## src/verilog/rsx_defs.vh

```
// constants for the receive signaling extractor
// assumes a 200 MHz core clock and a 32-bit APB slave
`ifndef RSX_DEFS_VH
`define RSX_DEFS_VH

`define RSX_CLK_MHZ 200

// register byte offsets
`define RSX_OFF_CTRL   12'h000
`define RSX_OFF_LSTAT  12'h004
`define RSX_OFF_IMASK  12'h008
`define RSX_OFF_CSE    12'h00c
`define RSX_OFF_RSS    12'h010
`define RSX_OFF_RSI    12'h014
`define RSX_OFF_AOI    12'h018
`define RSX_OFF_STAT   12'h01c
`define RSX_OFF_SIGREG 12'h040
`define RSX_OFF_SIGEND 12'h0c0

// control register fields
`define RSX_CTRL_INTEG  0
`define RSX_CTRL_FE     1
`define RSX_CTRL_FF     2
`define RSX_CTRL_E1     4
`define RSX_CTRL_D4     5
`define RSX_CTRL_BP2048 6
`define RSX_CTRL_ESEN   7
`define RSX_CTRL_W      8
`define RSX_CTRL_RST    8'h00

// latched status / mask field
`define RSX_COS_BIT 3

// reset values
`define RSX_MASK_RST 32'h0000_0000
`define RSX_INT_CHANS 32'hffff_ffff

// last frame index of a multiframe
`define RSX_FR_ESF 5'd23
`define RSX_FR_D4  5'd11
`define RSX_FR_E1  5'd15

// last bit position of a backplane frame
`define RSX_POS_1544 8'd192
`define RSX_POS_2048 8'd255

// freeze hold after the fault clears, in microseconds
`define RSX_HOLD_ESF_US 9000
`define RSX_HOLD_D4_US  4500
`define RSX_HOLD_E1_US  6000
// cycle counts are the microsecond figures times the core clock in MHz
`define RSX_HOLD_ESF_CYC 22'd1800000
`define RSX_HOLD_D4_CYC  22'd900000
`define RSX_HOLD_E1_CYC  22'd1200000

`endif

```

## src/verilog/rsx_rx_signaling.v

```verilog
// receive signaling extractor: capture, change of state, freeze,
// four-multiframe buffer, signaling stream and reinsertion
// assumes framer logic on clk delivers per-channel abcd and mf_end;
// backplane clock and sync arrive as asynchronous pins
`timescale 1ns/1ps
`include "rsx_defs.vh"

// Behaviour
// [RULE_01] registers capture signaling at every multiframe boundary
// [RULE_02] channel enables gate the latched change bit
// [RULE_03] integration needs three stable multiframes
// [RULE_04] masked change drives interrupt output low; the code drives it low only for a change with the IMASK bit set
// [RULE_05] one integration bit covers all channels
// [RULE_06] change status records every channel change
// [RULE_07] signaling stream out, serial data untouched
// [RULE_08] backplane runs at 1.544 or 2.048 MHz
// [RULE_09] ESF abcd sits in lower nibble
// [RULE_10] stream refreshes once per multiframe unless frozen
// [RULE_11] D4 repeats A and B in nibble
// [RULE_12] reinsertion aligns to the sync pin multiframe
// [RULE_13] reinsertion needs elastic store, no E1 at 1.544
// [RULE_14] reinsertion enabled per channel
// [RULE_15] T1 all-ones forces robbed bits per channel
// [RULE_16] freeze enable freezes on OOF, loss, realign
// [RULE_17] force bit freezes unconditionally
// [RULE_18] freeze indicator pin shows freeze
// [RULE_19] four-multiframe buffer gives three multiframe delay
// [RULE_20] hold frozen signaling after fault clears
// [RULE_21] registers hold last value during loss of sync
// [RULE_22] latched bit sticks until host clears it
module rsx_rx_signaling #(
    parameter [21:0] HOLD_ESF_CYC = `RSX_HOLD_ESF_CYC,
    parameter [21:0] HOLD_D4_CYC  = `RSX_HOLD_D4_CYC,
    parameter [21:0] HOLD_E1_CYC  = `RSX_HOLD_E1_CYC
) (
    // clock and reset
    input  wire        clk,
    input  wire        rst_n,
    // apb slave
    input  wire        psel,
    input  wire        penable,
    input  wire        pwrite,
    input  wire [11:0] paddr,
    input  wire [31:0] pwdata,
    output reg  [31:0] prdata,
    output reg         pready,
    output reg         pslverr,
    // framer side, same clock
    input  wire        cap_valid,
    input  wire [4:0]  cap_chan,
    input  wire [3:0]  cap_abcd,
    input  wire        mf_end,
    input  wire        oof_in,
    input  wire        carrier_loss_in,
    input  wire        realign_in,
    input  wire        rx_serial_data_in,
    // backplane pins
    input  wire        rx_backplane_clock,
    input  wire        rx_sync_pin,
    output reg         rx_serial_data_out,
    output reg         rx_signaling_stream_out,
    // indications
    output reg         interrupt_out_n,
    output reg         freeze_indicator_out
);

    reg  [7:0]   ctrl_q;
    reg          lstat_q;
    reg          imask_q;
    reg  [31:0]  cse_q;
    reg  [31:0]  rss_q;
    reg  [31:0]  rsi_q;
    reg  [23:0]  aoi_q;
    reg  [1:0]   wr_ptr_q;
    reg  [21:0]  hold_q;
    reg  [3:0]   buf_q [0:127];
    wire [127:0] stage_flat;
    wire [127:0] sig_flat;
    wire [31:0]  chg_vec;
    integer      i;

    wire integ_en = ctrl_q[`RSX_CTRL_INTEG];
    wire fe       = ctrl_q[`RSX_CTRL_FE];
    wire ff       = ctrl_q[`RSX_CTRL_FF];
    wire e1       = ctrl_q[`RSX_CTRL_E1];
    wire d4       = ctrl_q[`RSX_CTRL_D4];
    wire bp2048   = ctrl_q[`RSX_CTRL_BP2048];
    wire es_en    = ctrl_q[`RSX_CTRL_ESEN];
    wire upd      = mf_end && !oof_in;
    wire fault    = oof_in | carrier_loss_in | realign_in;
    // one global freeze for the whole channel set
    wire frozen   = ff | (fe & (fault | (hold_q != 22'd0))); // [RULE_16] [RULE_17]

    // per-channel capture, integration and change detection
    genvar g;
    generate
        for (g = 0; g < 32; g = g + 1) begin : ch
            reg  [3:0] stage_q;
            reg  [3:0] cand_q;
            reg  [3:0] val_q;
            reg  [1:0] cnt_q;
            wire       third = (stage_q == cand_q) && (cnt_q == 2'd2);
            // integration picks the value only on its third stable multiframe
            wire [3:0] acc = integ_en ? (third ? cand_q : val_q) : stage_q; // [RULE_03] [RULE_05]
            assign stage_flat[g*4 +: 4] = stage_q;
            assign sig_flat[g*4 +: 4]   = val_q;
            assign chg_vec[g]           = upd && (acc != val_q);
            always @(posedge clk or negedge rst_n) begin
                if (!rst_n) begin
                    stage_q <= 4'h0;
                    cand_q  <= 4'h0;
                    val_q   <= 4'h0;
                    cnt_q   <= 2'd0;
                end else begin
                    if (cap_valid && cap_chan == g)
                        stage_q <= cap_abcd;
                    if (upd) begin // [RULE_01] [RULE_21]
                        val_q <= acc;
                        if (stage_q != cand_q) begin
                            cand_q <= stage_q;
                            cnt_q  <= 2'd1;
                        end else if (cnt_q != 2'd3) begin
                            cnt_q <= cnt_q + 2'd1;
                        end
                    end
                end
            end
        end
    endgenerate

    // apb decode
    wire        setup  = psel && !penable;
    wire        wr_en  = psel && penable && pwrite && pready && !pslverr;
    wire [11:0] sigoff = paddr - `RSX_OFF_SIGREG;
    wire        in_sig = (paddr >= `RSX_OFF_SIGREG) && (paddr < `RSX_OFF_SIGEND);
    reg  [31:0] rd_d;
    reg         err_d;

    always @* begin
        rd_d  = 32'h0000_0000;
        err_d = 1'b0;
        if (paddr[1:0] != 2'b00) begin
            err_d = 1'b1;
        end else if (in_sig) begin
            rd_d[3:0] = sig_flat[sigoff[6:2]*4 +: 4];
            err_d     = pwrite;
        end else begin
            case (paddr)
                `RSX_OFF_CTRL:  rd_d[7:0] = ctrl_q;
                `RSX_OFF_LSTAT: rd_d[`RSX_COS_BIT] = lstat_q;
                `RSX_OFF_IMASK: rd_d[`RSX_COS_BIT] = imask_q;
                `RSX_OFF_CSE:   rd_d = cse_q;
                `RSX_OFF_RSS:   rd_d = rss_q;
                `RSX_OFF_RSI:   rd_d = rsi_q;
                `RSX_OFF_AOI:   rd_d[23:0] = aoi_q;
                `RSX_OFF_STAT:  rd_d[2:0] = {wr_ptr_q[0] & 1'b0, fault, frozen};
                default:        err_d = 1'b1;
            endcase
            if (pwrite && paddr == `RSX_OFF_STAT)
                err_d = 1'b1;
        end
    end

    // answer in the first access cycle: pready rises one edge after setup
    always @(posedge clk or negedge rst_n) begin
        if (!rst_n) begin
            prdata  <= 32'h0000_0000;
            pready  <= 1'b0;
            pslverr <= 1'b0;
        end else begin
            pready  <= setup;
            pslverr <= setup & err_d;
            prdata  <= (setup && !pwrite) ? rd_d : 32'h0000_0000;
        end
    end

    // control registers, sticky status, interrupt
    wire clr_ls = wr_en && paddr == `RSX_OFF_LSTAT && pwdata[`RSX_COS_BIT];
    wire [31:0] clr_rss = (wr_en && paddr == `RSX_OFF_RSS) ? pwdata : 32'h0000_0000;
    wire cos_set = |(chg_vec & cse_q); // [RULE_02]

    always @(posedge clk or negedge rst_n) begin
        if (!rst_n) begin
            ctrl_q          <= `RSX_CTRL_RST;
            lstat_q         <= 1'b0;
            imask_q         <= 1'b0;
            cse_q           <= `RSX_MASK_RST;
            rss_q           <= 32'h0000_0000;
            rsi_q           <= `RSX_MASK_RST;
            aoi_q           <= 24'h00_0000;
            interrupt_out_n <= 1'b1;
        end else begin
            if (wr_en) begin
                case (paddr)
                    `RSX_OFF_CTRL:  ctrl_q  <= pwdata[7:0];
                    `RSX_OFF_IMASK: imask_q <= pwdata[`RSX_COS_BIT];
                    `RSX_OFF_CSE:   cse_q   <= pwdata;
                    `RSX_OFF_RSI:   rsi_q   <= pwdata;
                    `RSX_OFF_AOI:   aoi_q   <= pwdata[23:0];
                    default:        ;
                endcase
            end
            // set wins over a write-one clear in the same cycle
            lstat_q <= (lstat_q & ~clr_ls) | cos_set; // [RULE_22]
            rss_q   <= (rss_q & ~clr_rss) | chg_vec; // [RULE_06]
            interrupt_out_n <= ~(lstat_q & imask_q); // [RULE_04] [RULE_22]
        end
    end

    // freeze hold timer restarts while the fault lasts
    wire [21:0] hold_ld = e1 ? HOLD_E1_CYC : (d4 ? HOLD_D4_CYC : HOLD_ESF_CYC);

    always @(posedge clk or negedge rst_n) begin
        if (!rst_n) begin
            hold_q               <= 22'd0;
            freeze_indicator_out <= 1'b0;
        end else begin
            if (fe && fault)
                hold_q <= hold_ld; // [RULE_20]
            else if (hold_q != 22'd0)
                hold_q <= hold_q - 22'd1; // [RULE_20]
            freeze_indicator_out <= frozen; // [RULE_18]
        end
    end

    // signaling buffer: four multiframe slots, the one after the write pointer (second oldest) is read
    always @(posedge clk or negedge rst_n) begin
        if (!rst_n) begin
            wr_ptr_q <= 2'd0;
            for (i = 0; i < 128; i = i + 1)
                buf_q[i] <= 4'h0;
        end else if (mf_end && !frozen) begin // [RULE_10] [RULE_16]
            for (i = 0; i < 32; i = i + 1)
                buf_q[{wr_ptr_q, i[4:0]}] <= stage_flat[i*4 +: 4]; // [RULE_19]
            wr_ptr_q <= wr_ptr_q + 2'd1;
        end
    end

    // backplane pins: three stages, a change counts when two agree
    reg [2:0] bc_s;
    reg [2:0] sy_s;
    reg       bc_lvl_q;
    reg       sy_lvl_q;
    wire bc_rise = (bc_s[1] == bc_s[2]) && bc_s[2] && !bc_lvl_q;
    wire sy_rise = (sy_s[1] == sy_s[2]) && sy_s[2] && !sy_lvl_q;

    always @(posedge clk or negedge rst_n) begin
        if (!rst_n) begin
            bc_s     <= 3'b000;
            sy_s     <= 3'b000;
            bc_lvl_q <= 1'b0;
            sy_lvl_q <= 1'b0;
        end else begin
            bc_s <= {bc_s[1:0], rx_backplane_clock};
            sy_s <= {sy_s[1:0], rx_sync_pin};
            if (bc_s[1] == bc_s[2])
                bc_lvl_q <= bc_s[2];
            if (sy_s[1] == sy_s[2])
                sy_lvl_q <= sy_s[2];
        end
    end

    // backplane position counters
    reg  [7:0] pos_q;
    reg  [4:0] frame_q;
    reg  [2:0] m6_q;
    reg  [1:0] d6_q;
    reg        sync_pend_q;
    wire [7:0] pos_last = bp2048 ? `RSX_POS_2048 : `RSX_POS_1544; // [RULE_08]
    wire [4:0] fr_last  = e1 ? `RSX_FR_E1 : (d4 ? `RSX_FR_D4 : `RSX_FR_ESF);
    // T1 on a 1.544 backplane carries the F bit first
    wire       fbit     = !bp2048 && (pos_q == 8'd0);
    wire [7:0] bitpos   = bp2048 ? pos_q : (pos_q - 8'd1);
    wire [4:0] ts       = bitpos[7:3];
    wire [2:0] b        = bitpos[2:0];
    wire       ts16     = e1 && (ts == 5'd16) && (frame_q != 5'd0);
    wire [4:0] sel_ch   = ts16 ? (b[2] ? (frame_q + 5'd16) : frame_q) : ts;
    wire [3:0] abcd     = buf_q[{wr_ptr_q + 2'd1, sel_ch}]; // [RULE_19]
    wire       t1_ch    = !e1 && !fbit && (ts < 5'd24);
    wire       robbed   = t1_ch && (b == 3'd7) && (m6_q == 3'd5);
    // no E1 reinsertion into a 1.544 backplane
    wire       ri_ok    = es_en && !(e1 && !bp2048) && rsi_q[sel_ch]; // [RULE_13] [RULE_14]
    reg        ser_d;
    reg        sig_d;

    always @* begin
        sig_d = 1'b0;
        if (!fbit && b[2]) begin
            if (d4 && !e1)
                sig_d = b[0] ? abcd[2] : abcd[3]; // [RULE_11]
            else
                sig_d = abcd[~b[1:0]]; // [RULE_09] [RULE_07]
        end
        ser_d = rx_serial_data_in;
        if (robbed && aoi_q[ts])
            ser_d = 1'b1; // [RULE_15]
        else if (robbed && ri_ok)
            ser_d = abcd[~d6_q]; // [RULE_12]
        else if (ts16 && ri_ok)
            ser_d = abcd[~b[1:0]]; // [RULE_12]
    end

    // a sync edge realigns the next bit to frame 0, position 1
    always @(posedge clk or negedge rst_n) begin
        if (!rst_n) begin
            pos_q                   <= 8'd0;
            frame_q                 <= 5'd0;
            m6_q                    <= 3'd0;
            d6_q                    <= 2'd0;
            sync_pend_q             <= 1'b0;
            rx_serial_data_out      <= 1'b0;
            rx_signaling_stream_out <= 1'b0;
        end else begin
            if (sy_rise)
                sync_pend_q <= 1'b1;
            if (bc_rise) begin
                rx_serial_data_out      <= ser_d;
                rx_signaling_stream_out <= sig_d; // [RULE_07]
                if (sync_pend_q || sy_rise) begin // [RULE_12]
                    sync_pend_q <= 1'b0;
                    pos_q       <= 8'd1;
                    frame_q     <= 5'd0;
                    m6_q        <= 3'd0;
                    d6_q        <= 2'd0;
                end else if (pos_q != pos_last) begin
                    pos_q <= pos_q + 8'd1;
                end else begin
                    pos_q <= 8'd0;
                    if (frame_q == fr_last) begin
                        frame_q <= 5'd0;
                        m6_q    <= 3'd0;
                        d6_q    <= 2'd0;
                    end else begin
                        frame_q <= frame_q + 5'd1;
                        if (m6_q == 3'd5) begin
                            m6_q <= 3'd0;
                            d6_q <= d6_q + 2'd1;
                        end else begin
                            m6_q <= m6_q + 3'd1;
                        end
                    end
                end
            end
        end
    end

endmodule

```

## config.mk

```make
export PLATFORM = sky130hd
export DESIGN_NAME = rsx_rx_signaling
export DESIGN_NICKNAME = d
export VERILOG_FILES = /design/src/verilog/rsx_rx_signaling.v
export VERILOG_INCLUDE_DIRS = /design/src /design/src/verilog
export SDC_FILE = /design/constraint.sdc
export NUM_CORES = 2
export LEC_CHECK = 0
export ABC_AREA = 1
export BUFFER_PORTS_ARGS = -buffer_cell sky130_fd_sc_hd__buf_2
export CAP_MARGIN = 10
export CORE_AREA = 10 10 324 388
export CTS_BUF_LIST = sky130_fd_sc_hd__clkbuf_2
export DETAILED_ROUTE_END_ITERATION = 8
export DIE_AREA = 0 0 334 398
export PLACE_DENSITY_LB_ADDON = 0.12
export SETUP_SLACK_MARGIN = 0.2
export SLEW_MARGIN = 20
export SYNTH_ARGS = -nofsm -noshare
export SYNTH_HDL_FRONTEND = slang
export SYNTH_SLANG_ARGS = --single-unit
```

## constraint.sdc

```tcl
create_clock -name clk -period 6.1 [get_ports clk]
set_input_delay 0.305 -clock clk [delete_from_list [all_inputs] [get_ports clk]]
set_output_delay 0.305 -clock clk [all_outputs]
set_load 0.005 [all_outputs]
```

==> impl_metrics.tcl <==
set metrics [dict create \
    multi_input_area_um2 25400 \
    endpoint_kind "flip-flop" \
    syn_area_um2 58600 \
    cts_buffers 322 \
    dr.pass1.iters 8 \
    num_vias 52600 \
    setup_viol 0 \
    start_kind "primary input" \
    gp_congestion 0.923 \
    yosysWarnings 0 \
    netlist_top_cells_area "dfrtp_1, nand2_1, o21ai_0" \
    synthCells 7270 \
    drv_slew 0 \
    synthToLayoutAreaGrowth_pct 11.3 \
    critPathKind "primary input to flip-flop" \
    worstPathCellList "dlygate4sd3_1 > buf_2 > dlygate4sd3_1 > nor4_1 > dlygate4sd3_1 > inv_1 > dlygate4sd3_1 > nor2_1 > dlygate4sd3_1 > nand2_1 > nor2_2 > dlygate4sd3_1 > buf_4 > inv_1 > o221ai_1 > a221oi_1 > o21ai_0 > nor2_1 > dlygate4sd3_1 > nor2_1 > dlygate4sd3_1" \
    worstHoldStart "pwdata[3]" \
    coreArea_um2 118000 \
    grt_start_max_net_pins 257 \
    max-slew-margin-rel_pct 18.4 \
    ys.flop_type "dfrtp_1" \
    wl_per_cell_um 21.0 \
    drt_iter0_markers 5479 \
    nets 7759 \
    synth_fp_nets 7412 \
    crit_arrival_ps 7360 \
    period_needed_ps 5750 \
    hold_depth 5 \
    grt_setup_unrepaired "no" \
    r2r_cells 20 \
    fp.dieH_um 398 \
    hold_class "primary input to flip-flop" \
    grt-ovfl-total 0 \
    dp_hpwl_um 129000 \
    synth_top_cell_by_area "dfrtp_1" \
    cts_sinks 1179 \
    cp_common_cell "dlygate4sd3_1" \
    critical-path-top-delay-family "buffers and inverters" \
    ff2ff_setup_slack_ps 1560 \
    drive_gt1_share_pct 9.21 \
    hold_viol 0 \
    path_depth 21 \
    finalCritPeriodShare_pct 94.2 \
    die_x_um 334 \
    grt_pass1_vias 50900 \
    r2r-end "rx_serial_data_out$_DFFE_PN0P_" \
    fillCellCount 11300 \
    htree_levels 5 \
    required_ps 7720 \
    wl_um 196000 \
    synth_top_area_share_pct 50.3 \
    antenna_found_initial 11 \
    clockRootBuffer "clkbuf_2" \
    regArea_um2 29500 \
    cp_num_buf_inv 12 \
    critPathSlowestCell "dlygate4sd3_1" \
    leakagePower_nw 30.1 \
    detail-route-antenna-nets 0 \
    rows 138 \
    vias_per_cell 5.62 \
    clkLatencyLatePin_ps 1740 \
    peakVddDrop_v 0.000396 \
    drcViolationCount 0 \
    clk_pin_slew_ps 100 \
    die_area_um2 133000 \
    syn_area_per_cell_um2 8.05 \
    outcome "completed" \
    yosysSeqAreaShare_pct 50.4 \
    whs_endpoint "rsi_q[3]$_DFFE_PN0P_" \
    async_reset_ff_share_pct 100 \
    synth-edff-count 0 \
    ys_seq_elements 1179 \
    grt_pass1_wl_um 302000 \
    crit_fanout 23 \
    ys_types 57 \
    setup_tns_ps 0 \
    dp_cells 8620 \
    cts_resized 0 \
    pin_count 104 \
    stdcell_count 9353 \
    initial_core_util_pct 49.7 \
    io_buffers 103 \
    maxCapViolations 0 \
    r2r-start "pos_q[1]$_DFFE_PN0P_" \
    cts_tree "done" \
    grt_usage_pct 29.3 \
    ctsLongestPathBuffers 4 \
    fin_skew_ps 125 \
    slowest_delay_ps 680 \
    pwr_density_cell_nw_per_um2 446 \
    fmax_mhz 174 \
    worstMarginPinSlew_ps 1220 \
]
[Yosys cell counts, types with 3 or more instances]
cell type,instances
dfrtp_1,1178
o221ai_1,7
a41oi_1,16
inv_2,7
or2_2,23
nand2_1,2114
nand3_1,490
buf_1,20
inv_1,585
nor2_2,6
buf_4,20
o2111ai_1,8
nor4_1,7
nor2_1,312
o31ai_1,52
xor2_1,179
xnor2_1,46
o21ai_1,62
a31oi_1,10
nor3_1,48
clkbuf_1,255
nand4_1,56
nand3b_1,56
o211ai_1,152
a21oi_1,74
o22ai_1,64
nor3b_1,10
ha_1,76
buf_6,3
a211oi_1,6
nand2_2,4
a221oi_1,15
o21ai_0,1214
buf_2,63
[cell families after synthesis]
logic type	share of synthesized area, %
flops	50.4
simple gates	22.2
xor+xnor	3.37
compound gates	16.0
fa+ha+maj	1.62
buf+inv	6.44
[layout make-up]
class | instances | share of cell area, %
sequential | 1179 | 45.3
multi-input combinational | 5134 | 39.0
timing repair buffer | 385 | 5.40
clock buffer | 458 | 3.52
inverter | 595 | 3.44
tap | 1540 | 2.96
clock inverter | 56 | 0.374
antenna | 6 | 0.0230
[worst reg2reg max path, delay by kind of cell (launching register included)]
family	cells	cell delay [ps]
AND/OR/NAND/NOR	12	1790
AO/OA/AOI/OAI	4	720
flip-flops	1	410
buffers and inverters	4	1560
[cell usage in the layout (no fill, tap or decap), drive strengths merged, types with 6 or more instances in the layout]
| master | instances |
|---|---|
| ha | 76 |
| o31ai | 52 |
| a211oi | 6 |
| a221oi | 15 |
| nor3b | 10 |
| o2111ai | 8 |
| a31oi | 10 |
| o221ai | 7 |
| o21ai | 1278 |
| inv | 596 |
| clkinv | 54 |
| dlygate4sd3 | 207 |
| nor2 | 319 |
| dfrtp | 1178 |
| nand2 | 2120 |
| nand3 | 493 |
| o22ai | 64 |
| clkbuf | 458 |
| a21oi | 76 |
| xor2 | 179 |
| nand4 | 56 |
| diode | 6 |
| nor4 | 7 |
| nor3 | 48 |
| buf | 178 |
| a41oi | 16 |
| nand3b | 56 |
| xnor2 | 46 |
| or2 | 23 |
| o211ai | 152 |
[flip-flops by register name (all words and copies together) (netlist names), 22 cells and up]
signal,cells
aoi_q,24
buf_q,512
ch.cand_q,128
ch.cnt_q,64
ch.stage_q,128
ch.val_q,128
cse_q,32
hold_q,22
prdata,32
rsi_q,32
rss_q,32
[stage by stage]
step	worst slack (ps)	hold slack (ps)	total power, mW	cell area [um^2]	utilization (%)
after floorplan	3250	9.41	19.9	58600	-
after CTS	672	4.54	29.0	65100	55.3
after global routing	284	128	31.4	65100	55.3
final	353	188	29.1	65200	55.3
after detailed placement	1720	337	23.6	60400	51.3
after global placement	1710	335	23.3	60400	51.3
[power by group]
group | internal [mW] | switching [mW]
Clock | 2.01 | 3.34
Combinational | 3.72 | 7.67
Sequential | 10.4 | 1.92
Total | 16.1 | 12.9
[repair_timing]
action                    4_1_cts  5_1_grt
hold buffers                  211        0
hold endpoints to repair     2109        0
buffers inserted                0        0
[worst max-delay path by stage]
stage / from / endpoint / slack, ps
2_1_floorplan: pos_q[1]$_DFFE_PN0P_ / rx_serial_data_out$_DFFE_PN0P_ / 3250
3_3_place_gp: pos_q[1]$_DFFE_PN0P_ / rx_serial_data_out$_DFFE_PN0P_ / 1710
3_5_place_dp: pos_q[1]$_DFFE_PN0P_ / rx_serial_data_out$_DFFE_PN0P_ / 1720
4_1_cts: paddr[10] / prdata[0]$_DFF_PN0_ / 670
5_1_grt: paddr[10] / prdata[0]$_DFF_PN0_ / 280
6_report: paddr[10] / prdata[0]$_DFF_PN0_ / 350
[layer usage]
layer  track usage, %  vias up  part of all wire [%]  wire length (um)
met5                0        -                 0.028                55
met4             16.7        8                   5.8             11400
met3             6.71      494                   7.5             14700
met2             46.5     1919                    46             90100
met1             36.7    25300                    41             80000
li1                 -    24900                     -                 -
(Power assumes the default switching activity.)
